==> config.mk <==
export PLATFORM = sky130hd
export DESIGN_NAME = radio_spi_port
export DESIGN_NICKNAME = d
export VERILOG_FILES = /design/src/radio_spi_pkg.sv /design/src/radio_spi_port.sv
export SDC_FILE = /design/constraint.sdc
export NUM_CORES = 1
export LEC_CHECK = 0
export BUFFER_PORTS_ARGS = -buffer_cell sky130_fd_sc_hd__buf_2
export CAP_MARGIN = 20
export CELL_PAD_IN_SITES_DETAIL_PLACEMENT = 0
export CELL_PAD_IN_SITES_GLOBAL_PLACEMENT = 1
export CORE_MARGIN = 4
export CORE_UTILIZATION = 55
export CTS_BUF_LIST = sky130_fd_sc_hd__clkbuf_16
export CTS_CLUSTER_SIZE = 25
export DETAILED_ROUTE_END_ITERATION = 8
export PLACE_DENSITY_LB_ADDON = 0.1
export SETUP_SLACK_MARGIN = 0.3
export SLEW_MARGIN = 10
export SYNTH_ARGS = -nofsm -noshare
export SYNTH_HDL_FRONTEND = slang
export SYNTH_HIERARCHICAL = 1
export SYNTH_SLANG_ARGS = --single-unit
==> constraint.sdc <==
create_clock -name clk -period 6 [get_ports clk]
set_input_delay 0.9 -clock clk [delete_from_list [all_inputs] [get_ports clk]]
set_output_delay 0.9 -clock clk [all_outputs]
set_load 0.01 [all_outputs]
==> src/radio_spi_pkg.sv <==
// Purpose: Shared constants and types of the radio serial-port block.
// Assumes: Serial-port mode 0, header byte sent MSB first.
// Notes:   All offsets, field positions, reset values and counts live here.
// Functional notes
// - Address 0x3F reaches buffers; write bit selects transmit, read receive; 64 bytes each.
// - Transmit buffer is write-only; receive buffer is read-only.
// - Single access is header plus one data byte, then a new header.
// - Burst access streams data bytes until chip-select rises.
// - Headers 0x3F, 0x7F, 0xBF, 0xFF are single/burst transmit, single/burst receive.
// - Status byte is returned per written byte, free count before storing it.
// - Last byte that fits reports exactly one free byte.
// - Flush strobes empty buffers; allowed only in idle, underrun or overrun.
// - Entering sleep empties both buffers.
// - Address 0x3E reaches the power table, eight entries; a burst past eight data bytes wraps to entry 0.
// - Power table has eight entries, active one picked by three-bit index.
// - Table index advances per byte, wraps 7 to 0, zero while deselected.
// - Burst bit picks single/burst, read bit picks read/write for the table.
// - Sleep keeps table entry 0 and clears all others.
// - Shared pin is serial output whenever selected, else status or released.
// - In serial modes the first general pin feeds transmit data while transmitting.
// - Three-pin state control works only when its enable bit is set.
// - Select falling edge latches clock and input: 00 down, 01 tx, 10 idle, 11 rx.
// - A pin strobe only changes state; same target restarts nothing.
// - Pin strobes act at once, power-down waits for chip-select high.
// - Deselected pins do nothing; selection wakes sleep or oscillator-off into idle, or into tx or rx when a pin strobe picks it.
// - Header is read bit, burst bit, six address bits; address is held for the whole access.
// - Status bits 6 to 4 carry state; 110 overrun, 111 underrun.
// - Status byte count field saturates at 15.
package radio_spi_pkg;

  // ----------------------------------------
  // Addresses and header layout
  // ----------------------------------------
  localparam logic [5:0] FIFO_ADDR    = 6'h3f;
  localparam logic [5:0] PA_ADDR      = 6'h3e;
  localparam int         HDR_RW_BIT   = 7;
  localparam int         HDR_BURST_BIT = 6;
  localparam logic [7:0] HDR_TX_SINGLE = 8'h3f;
  localparam logic [7:0] HDR_TX_BURST  = 8'h7f;
  localparam logic [7:0] HDR_RX_SINGLE = 8'hbf;
  localparam logic [7:0] HDR_RX_BURST  = 8'hff;

  // ----------------------------------------
  // Buffer, table and status sizing
  // ----------------------------------------
  localparam int         FIFO_DEPTH = 64;
  localparam int         PTR_W      = 6;
  localparam int         CNT_W      = 7;
  localparam logic [6:0] FIFO_FULL  = 7'h40;
  localparam int         PA_ENTRIES = 8;
  localparam logic [7:0] PA_RESET   = 8'h00;
  localparam logic [6:0] COUNT_SAT  = 7'h0f;
  localparam logic [2:0] PA_IDX_LAST = 3'h7;

  // ----------------------------------------
  // Main states; low three bits are the status code
  // ----------------------------------------
  typedef enum logic [3:0] {
    IDLE_ST  = 4'b0000,
    RX_ST    = 4'b0001,
    TX_ST    = 4'b0010,
    OVR_ST   = 4'b0110,
    UND_ST   = 4'b0111,
    SLEEP_ST = 4'b1000,
    OSCILLATOR_OFF_STATE_ST  = 4'b1001
  } radio_state_e;

  // Pin-control codes, clock then input
  localparam logic [1:0] PIN_PD   = 2'b00;
  localparam logic [1:0] PIN_TX   = 2'b01;
  localparam logic [1:0] PIN_IDLE = 2'b10;
  localparam logic [1:0] PIN_RX   = 2'b11;

endpackage

==> src/radio_spi_port.sv <==
// Purpose: Serial-port buffer, power-table and pin-control logic of the radio.
// Assumes: Serial pins are asynchronous and pass two flip-flops first.
// Notes:   Registers other than 0x3E/0x3F are outside this block; such
//          headers are consumed and the next byte is a fresh header.

// ----------------------------------------
// Byte ring buffer
// ----------------------------------------
module byte_ring
  import radio_spi_pkg::*;
(
  input  wire logic             clk,
  input  wire logic             rst_n,
  input  wire logic             clear,
  input  wire logic             push,
  input  wire logic [7:0]       push_data,
  input  wire logic             pop,
  output logic      [7:0]       pop_data,
  output logic      [CNT_W-1:0] count,
  output logic      [CNT_W-1:0] count_next
);
  logic [7:0]       mem [FIFO_DEPTH];
  logic [PTR_W-1:0] wr_ptr_reg;
  logic [PTR_W-1:0] rd_ptr_reg;
  logic [CNT_W-1:0] cnt_reg;

  // Callers never push when full nor pop when empty
  always_comb begin
    count_next = cnt_reg;
    if (clear) begin
      count_next = '0;
    end else if (push && !pop) begin
      count_next = cnt_reg + 7'd1;
    end else if (pop && !push) begin
      count_next = cnt_reg - 7'd1;
    end
  end

  always_ff @(posedge clk) begin
    if (!rst_n || clear) begin
      wr_ptr_reg <= '0;
      rd_ptr_reg <= '0;
      cnt_reg    <= '0;
    end else begin
      if (push) begin
        wr_ptr_reg <= wr_ptr_reg + 6'd1;
      end
      if (pop) begin
        rd_ptr_reg <= rd_ptr_reg + 6'd1;
      end
      cnt_reg <= count_next;
    end
  end

  // Storage needs no reset
  always_ff @(posedge clk) begin
    if (push) begin
      mem[wr_ptr_reg] <= push_data;
    end
  end

  assign pop_data = mem[rd_ptr_reg];
  assign count    = cnt_reg;
endmodule // byte_ring

// ----------------------------------------
// Top level
// ----------------------------------------
module radio_spi_port
  import radio_spi_pkg::*;
(
  input  wire logic       clk,
  input  wire logic       rst_n,
  input  wire logic       sclk_pin,
  input  wire logic       si_pin,
  input  wire logic       chip_select_low,
  output logic            shared_status_pin_out,
  output logic            shared_status_pin_oe,
  input  wire logic       status_pin_en,
  input  wire logic       status_pin_level,
  input  wire logic       pin_ctrl_en,
  input  wire logic       serial_mode_en,
  input  wire logic       general_pin_a,
  output logic            serial_tx_bit,
  input  wire logic [2:0] output_power_index,
  output logic      [7:0] pa_setting,
  input  wire logic       flush_tx_strobe,
  input  wire logic       flush_rx_strobe,
  input  wire logic       sleep_req,
  input  wire logic       osc_off_req,
  output logic      [7:0] tx_out_data,
  output logic            tx_out_valid,
  input  wire logic       tx_out_ready,
  input  wire logic [7:0] rx_in_data,
  input  wire logic       rx_in_valid,
  output logic            rx_in_ready,
  output logic      [3:0] radio_state,
  output logic            chip_ready_low
);
  logic [1:0]       sclk_sync_reg, si_sync_reg, cs_sync_reg, gpa_sync_reg;
  logic             sclk_prev_reg, cs_prev_reg;
  logic             sclk_s, si_s, cs_active, sclk_rise, cs_fall, cs_rise;
  logic [2:0]       bit_cnt_reg;
  logic [7:0]       shift_in_reg, so_reg, so_next, byte_in;
  logic             data_phase_reg, rw_reg, burst_reg, tgt_fifo_reg, tgt_pa_reg;
  logic             byte_done, hdr_done, data_done, next_data, rw_now;
  logic             tgt_fifo_now, tgt_pa_now, load_rx, load_pa, pa_wr;
  logic [2:0]       pa_idx_reg;
  logic [7:0]       pa_table [PA_ENTRIES];
  radio_state_e     state_reg, state_next;
  logic             pd_pend_reg, pin_cmd, sleep_enter, flush_ok;
  logic             flush_tx_do, flush_rx_do, tx_und_evt, rx_ovr_evt;
  logic             tx_push, tx_pop, rx_push, rx_pop, tx_clear, rx_clear;
  logic [7:0]       tx_head, rx_head;
  logic [CNT_W-1:0] tx_cnt, tx_cnt_next, rx_cnt, rx_cnt_next, cnt_view;
  logic [7:0]       ob_data_reg [2];
  logic [1:0]       ob_cnt_reg;
  logic             ob_pop;

  // ----------------------------------------
  // Pin synchronisers and edge finders
  // ----------------------------------------
  always_ff @(posedge clk) begin
    if (!rst_n) begin
      sclk_sync_reg <= 2'b00;
      si_sync_reg   <= 2'b00;
      cs_sync_reg   <= 2'b11;
      gpa_sync_reg  <= 2'b00;
      sclk_prev_reg <= 1'b0;
      cs_prev_reg   <= 1'b1;
    end else begin
      sclk_sync_reg <= {sclk_sync_reg[0], sclk_pin};
      si_sync_reg   <= {si_sync_reg[0], si_pin};
      cs_sync_reg   <= {cs_sync_reg[0], chip_select_low};
      gpa_sync_reg  <= {gpa_sync_reg[0], general_pin_a};
      sclk_prev_reg <= sclk_sync_reg[1];
      cs_prev_reg   <= cs_sync_reg[1];
    end
  end

  assign sclk_s    = sclk_sync_reg[1];
  assign si_s      = si_sync_reg[1];
  assign cs_active = !cs_sync_reg[1];
  // Clock edges count only while selected
  assign sclk_rise = sclk_s && !sclk_prev_reg && cs_active;
  assign cs_fall   = cs_active && cs_prev_reg;
  assign cs_rise   = !cs_active && !cs_prev_reg;

  // ----------------------------------------
  // Header decode and byte framing
  // ----------------------------------------
  always_comb begin
    byte_in      = {shift_in_reg[6:0], si_s};
    byte_done    = sclk_rise && (bit_cnt_reg == 3'd7);
    hdr_done     = byte_done && !data_phase_reg;
    data_done    = byte_done && data_phase_reg;
    tgt_fifo_now = hdr_done ? (byte_in[5:0] == FIFO_ADDR) : tgt_fifo_reg;
    tgt_pa_now   = hdr_done ? (byte_in[5:0] == PA_ADDR) : tgt_pa_reg;
    rw_now       = hdr_done ? byte_in[HDR_RW_BIT] : rw_reg;
    next_data    = data_phase_reg;
    if (hdr_done) begin
      next_data = tgt_fifo_now || tgt_pa_now;
    end else if (data_done) begin
      next_data = burst_reg;
    end
    load_rx  = byte_done && next_data && tgt_fifo_now && rw_now;
    load_pa  = byte_done && next_data && tgt_pa_now && rw_now;
    pa_wr    = data_done && tgt_pa_reg && !rw_reg;
    // Only writes reach transmit, only reads drain receive
    tx_push  = data_done && tgt_fifo_reg && !rw_reg && (tx_cnt != FIFO_FULL);
    rx_pop   = load_rx && (rx_cnt != '0);
  end

  always_ff @(posedge clk) begin
    if (!rst_n || !cs_active) begin
      bit_cnt_reg    <= 3'd0;
      shift_in_reg   <= 8'h00;
      data_phase_reg <= 1'b0;
      rw_reg         <= 1'b0;
      burst_reg      <= 1'b0;
      tgt_fifo_reg   <= 1'b0;
      tgt_pa_reg     <= 1'b0;
    end else if (sclk_rise) begin
      bit_cnt_reg    <= bit_cnt_reg + 3'd1;
      shift_in_reg   <= byte_in;
      data_phase_reg <= next_data;
      if (hdr_done) begin
        rw_reg       <= byte_in[HDR_RW_BIT];
        burst_reg    <= byte_in[HDR_BURST_BIT];
        tgt_fifo_reg <= tgt_fifo_now;
        tgt_pa_reg   <= tgt_pa_now;
      end
    end
  end

  // ----------------------------------------
  // Serial output: status byte or read data
  // ----------------------------------------
  // Free space is taken after this cycle's store, i.e. before the next byte
  always_comb begin
    cnt_view = rw_now ? rx_cnt_next : (FIFO_FULL - tx_cnt_next);
    so_next  = {chip_ready_low, state_reg[2:0],
                (cnt_view > COUNT_SAT) ? 4'hf : cnt_view[3:0]};
    if (load_rx) begin
      so_next = (rx_cnt != '0) ? rx_head : 8'h00;
    end else if (load_pa) begin
      so_next = pa_table[pa_idx_reg];
    end
  end

  // Output changes just after the sampling edge, ready for the next one
  always_ff @(posedge clk) begin
    if (!rst_n) begin
      so_reg <= 8'h00;
    end else if (cs_fall || byte_done) begin
      so_reg <= so_next;
    end else if (sclk_rise) begin
      so_reg <= {so_reg[6:0], 1'b0};
    end
  end

  // Pin is always the serial output while selected
  assign shared_status_pin_oe  = cs_active || status_pin_en;
  assign shared_status_pin_out = cs_active ? so_reg[7] : status_pin_level;

  // ----------------------------------------
  // Power table
  // ----------------------------------------
  always_ff @(posedge clk) begin
    if (!rst_n || !cs_active) begin
      pa_idx_reg <= 3'd0;
    end else if (pa_wr || load_pa) begin
      pa_idx_reg <= pa_idx_reg + 3'd1;
    end
  end

  always_ff @(posedge clk) begin
    if (!rst_n) begin
      for (int i = 0; i < PA_ENTRIES; i++) begin
        pa_table[i] <= PA_RESET;
      end
      pa_setting <= PA_RESET;
    end else begin
      if (sleep_enter) begin
        for (int i = 1; i < PA_ENTRIES; i++) begin
          pa_table[i] <= PA_RESET;
        end
      end else if (pa_wr) begin
        pa_table[pa_idx_reg] <= byte_in;
      end
      pa_setting <= pa_table[output_power_index];
    end
  end

  // ----------------------------------------
  // Main state and pin control
  // ----------------------------------------
  always_comb begin
    flush_ok    = (state_reg == IDLE_ST) || (state_reg == UND_ST) || (state_reg == OVR_ST);
    flush_tx_do = flush_tx_strobe && flush_ok;
    flush_rx_do = flush_rx_strobe && flush_ok;
    tx_und_evt  = (state_reg == TX_ST) && tx_out_ready && !tx_out_valid && (tx_cnt == '0);
    rx_ovr_evt  = (state_reg == RX_ST) && rx_in_valid && (rx_cnt == FIFO_FULL);
    pin_cmd     = cs_fall && pin_ctrl_en;
    state_next  = state_reg;
    if (cs_active && (state_reg == SLEEP_ST || state_reg == OSCILLATOR_OFF_STATE_ST)) begin
      state_next = IDLE_ST;
    end
    if (tx_und_evt) begin
      state_next = UND_ST;
    end
    if (rx_ovr_evt) begin
      state_next = OVR_ST;
    end
    if ((flush_tx_do && state_reg == UND_ST) || (flush_rx_do && state_reg == OVR_ST)) begin
      state_next = IDLE_ST;
    end
    // Equal target leaves the state untouched, so nothing restarts
    if (pin_cmd) begin
      case ({sclk_s, si_s})
        PIN_TX:   if (state_reg != TX_ST) state_next = TX_ST;
        PIN_IDLE: if (state_reg != IDLE_ST) state_next = IDLE_ST;
        PIN_RX:   if (state_reg != RX_ST) state_next = RX_ST;
        default:  state_next = state_next;
      endcase
    end
    // Power-down only lands once deselected
    if ((pd_pend_reg && cs_rise) || (sleep_req && !cs_active)) begin
      state_next = SLEEP_ST;
    end else if (osc_off_req && !cs_active) begin
      state_next = OSCILLATOR_OFF_STATE_ST;
    end
    sleep_enter = (state_next == SLEEP_ST) && (state_reg != SLEEP_ST);
  end

  always_ff @(posedge clk) begin
    if (!rst_n) begin
      state_reg   <= IDLE_ST;
      pd_pend_reg <= 1'b0;
    end else begin
      state_reg <= state_next;
      if (cs_rise) begin
        pd_pend_reg <= 1'b0;
      end else if (pin_cmd && ({sclk_s, si_s} == PIN_PD)) begin
        pd_pend_reg <= 1'b1;
      end
    end
  end

  assign radio_state    = state_reg;
  assign chip_ready_low = (state_reg == SLEEP_ST) || (state_reg == OSCILLATOR_OFF_STATE_ST);

  // Serial transmit data from the first general pin
  always_ff @(posedge clk) begin
    if (!rst_n) begin
      serial_tx_bit <= 1'b0;
    end else begin
      serial_tx_bit <= serial_mode_en && (state_reg == TX_ST) && gpa_sync_reg[1];
    end
  end

  // ----------------------------------------
  // Buffers and two-entry output stage
  // ----------------------------------------
  assign tx_clear    = flush_tx_do || sleep_enter;
  assign rx_clear    = flush_rx_do || sleep_enter;
  assign rx_in_ready = (state_reg == RX_ST) && (rx_cnt != FIFO_FULL);
  assign rx_push     = rx_in_valid && rx_in_ready;
  // Stalls in the radio side back up into the ring, so no byte is lost
  assign tx_pop      = (state_reg == TX_ST) && (tx_cnt != '0) && (ob_cnt_reg != 2'd2);
  assign ob_pop      = tx_out_valid && tx_out_ready;

  byte_ring tx_ring (
    .clk        (clk),
    .rst_n      (rst_n),
    .clear      (tx_clear),
    .push       (tx_push),
    .push_data  (byte_in),
    .pop        (tx_pop),
    .pop_data   (tx_head),
    .count      (tx_cnt),
    .count_next (tx_cnt_next)
  );

  byte_ring rx_ring (
    .clk        (clk),
    .rst_n      (rst_n),
    .clear      (rx_clear),
    .push       (rx_push),
    .push_data  (rx_in_data),
    .pop        (rx_pop),
    .pop_data   (rx_head),
    .count      (rx_cnt),
    .count_next (rx_cnt_next)
  );

  always_ff @(posedge clk) begin
    if (!rst_n || tx_clear) begin
      ob_cnt_reg     <= 2'd0;
      ob_data_reg[0] <= 8'h00;
      ob_data_reg[1] <= 8'h00;
    end else if (tx_pop && !ob_pop) begin
      ob_data_reg[ob_cnt_reg[0]] <= tx_head;
      ob_cnt_reg <= ob_cnt_reg + 2'd1;
    end else if (ob_pop && !tx_pop) begin
      ob_data_reg[0] <= ob_data_reg[1];
      ob_cnt_reg <= ob_cnt_reg - 2'd1;
    end else if (ob_pop && tx_pop) begin
      ob_data_reg[0] <= (ob_cnt_reg == 2'd1) ? tx_head : ob_data_reg[1];
      ob_data_reg[1] <= tx_head;
    end
  end

  assign tx_out_valid = (ob_cnt_reg != 2'd0);
  assign tx_out_data  = ob_data_reg[0];
endmodule // radio_spi_port

==> impl.org <==
** Power
- The analysis attributes to net switching a power of 0.003349 W.
- Dividing total power by cell area gives a power density of between 300 and 400 mW/mm2.
- In this run, the clock network consumes 42.9% of the power.
- Combinational share of power :: 1.7%
- The internal power of the cells totals 0.01328 W.
- Leakage power :: 16.48 nW
- Across the VDD grid, the largest voltage drop is 258.5 uV.
- Sequential Power Share :: 55.4%
- Switching power share of the total :: 20.14%
- Power comes to around 0.017 W.

** Logic synthesis
- The largest total area in the synthesized netlist belongs to edfxtp_1.
- Post-Syn Area :: 0.04937 mm2
- Most instantiated library cell after synthesis :: edfxtp_1
- Cells after Synth :: 2699
- Post-synthesis sequential element count :: 1209
- In the synthesized netlist the async set-or-reset flop fraction comes to 0%.
- Counting flops with a built-in enable in the synthesized netlist gives around 1100.
- Counting every net in the synthesized netlist gives 2743.
- The top cell type by area accounts for 67.15% of the synthesized area.
- Synth warnings :: 6
- Counting distinct cell types in the post-synthesis netlist gives 76.
- After synthesis, the most frequently instantiated cells are edfxtp_1 (1104), mux4_2 (286), nor2_1 (212).
- Post-synth top flop :: edfxtp_1
- Dividing the synthesized area by the synthesized cell count gives 18.29 um2.
- The share of the Yosys chip area taken by registers is 71.41%.
- In the post-synthesis netlist, the biggest area contributors are edfxtp_1 (67%), mux4_2 (13%), dfxtp_1 (4.3%), mux2i_1 (1.9%), nor2_1 (1.6%).

** Global route
- Final global-route overflow total :: 0
- Antenna violations before repair :: 0
- Wire length of the first global-routing pass :: 167200 um
- The number of global-route vias before repair was 25528.
- GRT Overall Usage :: a little under a quarter
- Entering global routing, the biggest net connects 70 pins.

** Clock tree
- Clock tree from TritonCTS :: done
- Once the clock tree was built, the setup fixing pass inserted 0 buffers.
- The clock drives 1209 sinks.
- Clock transition time at the flip-flop clock pins of the worst setup and hold paths :: 0.06 ns
- Maximum level of the CTS H-tree :: 3
- The number of gates resized after CTS was 0.
- Hold-fix buffers, CTS :: 0
- The later pin in the worst-skew pair is clocked with a latency of 0.70 ns.
- Clock Tree Buf Depth :: 3
- In this run, CTS created clock tree buffers numbering 120.
- In this run the clock root is driven by a clkbuf_16.

** Timing
- Maximum clock frequency :: 211.0 MHz
- Number of max-slew violations in the final report :: 0
- Fin crit period :: 4.740 ns
- Final setup vio count :: 0
- The final count of hold timing violations is 0.
- Fin crit share :: 79.01%
- Worst-Margin Slew :: 1.160 ns
- Max-slew headroom at the worst pin :: 22.22%
- For the final database, setup skew stands at 0.02206 ns.
- Setup repair after global routing left no endpoint under its margin.
- In the final timing run, aggregate negative setup slack is 0 ns.

** Placed design
- # port buffers :: 52
- The congestion estimate from routability-driven global placement came to approximately 0.85.
- Summed over all nets, the half-perimeter wirelength after detailed placement is about 68000 um.

** Finish
- Top flop regs :: rx_ring/mem: 512 flops, tx_ring/mem: 512 flops, pa_table: 64 flops
- The area growth from synthesis to layout is 10.41%.
- ANT cells :: 0
- The final layout contains 2801 nets.
- Cells with a size suffix above 1 make up approximately 23% of the layout.

** Critical path
- The critical path goes through ha_1, ha_1, nor4bb_1, nand4b_1, o21a_1, nor3_1, a21boi_2, nand2b_1, nor4_1, a2bb2oi_1, xor2_1, nor2_1, or4_1, a21oi_1, a2111oi_0, a221o_1.
- Total buffers and inverters traversed by the critical path :: 0
- Most used cell, CP :: ha_1
- CP Class :: reg -> reg
- Arrival time at the worst endpoint :: 5.31 ns
- CP max stage cell :: nor3_1
- On the worst path, the slowest cell contributes a delay of 0.70 ns.
- Kind of cell adding the most delay to the critical path :: simple AND/OR/NAND/NOR gates
- Required time of the critical path :: 6.57 ns
- Of all nets on the critical path, the largest fanout is 6.
- Kind of start point of the critical path :: register
- The worst setup path is captured at a register.

** Die
- The core region is 0.08878 mm2.
- Die ar. :: about 0.095 mm2
- From bottom edge to top edge, the die measures 307.6 um.
- Die Wd :: between 300 and 400 um
- The initial utilization of the core area, before any placement, comes to 55.61%.
- The floorplan has 109 rows.
- I/O pin count :: between 50 and 60

** Drt
- DRC violations left :: 0
- Number of vias in the routed layout :: 25326
- In the final routed layout, each cell accounts on average for 27.39 um.
- Number of nets with antenna violations after detailed routing :: 0
- Avg Vias per Cell :: ~6.3
- The first detailed-routing pass ran for 6 iterations.
- First DRT Iteration DRCs :: between 2000 and 3000
- Wire length reported by the detailed router :: 110200 um

** Worst hold path
- Worst min-delay path class :: in -> reg

** Run status
- The run finished with clean final reports.

** Flow run
- Across the run, the number of max-cap violations was 0.
per-stage QoR:
stage               instance area [um2]  hold slack (ns)  worst slack (ns)  cells  utilization, %
floorplan                         49370           0.3863             1.517   2699               -
global placement                  50650           0.4153             1.384   3795           57.05
detailed placement                50650           0.4089             1.258   3795           57.05
CTS                               54420           0.3601             1.343   4019           61.29
global route                      54510           0.3801            0.8646   4024           61.40
finish                            54510           0.4066             1.260   4024           61.40
final timing paths:
| kind | startpoint | endpoint | slack (ns) | depth (start not counted) |
|---|---|---|---|---|
| max | bit_cnt_reg[0] | so_reg[3] | 1.26 | 16 |
| min | chip_select_low | cs_sync_reg[0] | 0.41 | 2 |
| max reg2reg | bit_cnt_reg[0] | so_reg[3] | 1.26 | 16 |
| min reg2reg | cs_sync_reg[0] | cs_sync_reg[1] | 0.43 | 1 |
per-layer routing:
layer | wire length [um] | track usage (%) | vias to the layer above
li1 | - | - | 11046
met3 | 6351 | 3.652 | 152
met5 | 0 | 0 | -
met4 | 2697 | 5.821 | 0
met2 | 55380 | 39.35 | 855
met1 | 45780 | 33.64 | 13273
layout by cell type, fill, tap and decap left out, types with 9 or more instances in the layout:
cell type / count
nand2b_1: 27
nor2b_1: 39
o21ai_0: 47
nor3_1: 29
dfxtp_2: 9
a21oi_1: 49
clkinv_1: 30
nor4_2: 30
nor4_1: 38
a211oi_1: 19
nand2_1: 96
o21ai_1: 14
buf_2: 49
bufinv_16: 9
nand3_1: 38
ha_1: 17
mux4_1: 9
clkinv_2: 23
xnor2_1: 12
and2_1: 21
or2_2: 9
nand4_1: 14
mux4_2: 286
buf_4: 47
mux2_2: 10
clkbuf_16: 120
o31ai_1: 12
a22oi_1: 13
o221ai_1: 18
nor2_1: 211
edfxtp_1: 1104
dfxtp_1: 91
inv_1: 46
mux2i_1: 93
xor2_1: 26
power by group through the flow:
| stage | clock network, W | registers (W) | logic (W) |
|---|---|---|---|
| 2_1_floorplan | 0 | 0.00938 | 0.000141 |
| 3_3_place_gp | 0 | 0.00939 | 0.000265 |
| 3_5_place_dp | 0 | 0.00939 | 0.000274 |
| 4_1_cts | 0.00729 | 0.00921 | 0.000274 |
| 5_1_grt | 0.00768 | 0.00921 | 0.000302 |
| 6_report | 0.00714 | 0.00921 | 0.000277 |
cell families after synthesis:
family | count (synthesis) | share of synthesized area, %
flip-flops | 1209 | 71.41
AND/OR/NAND/NOR | 601 | 6.460
multiplexers | 398 | 15.64
AO/OA/AOI/OAI | 244 | 3.376
buffers and inverters | 192 | 2.010
XOR/XNOR | 38 | 0.6742
adder cells (fa/ha/maj) | 17 | 0.4308
area by class of cell:
class                           instances  area, um2
Tap cell                             1165       1458
Clock buffer                          120       3003
Clock inverter                        104      760.7
Multi-Input combinational cell       1298      13160
Fill cell                            6305      34270
Sequential cell                      1209      35280
Timing Repair Buffer                  105      763.2
Inverter                               23      86.33
Note: power is estimated with default switching activity, not from simulation.
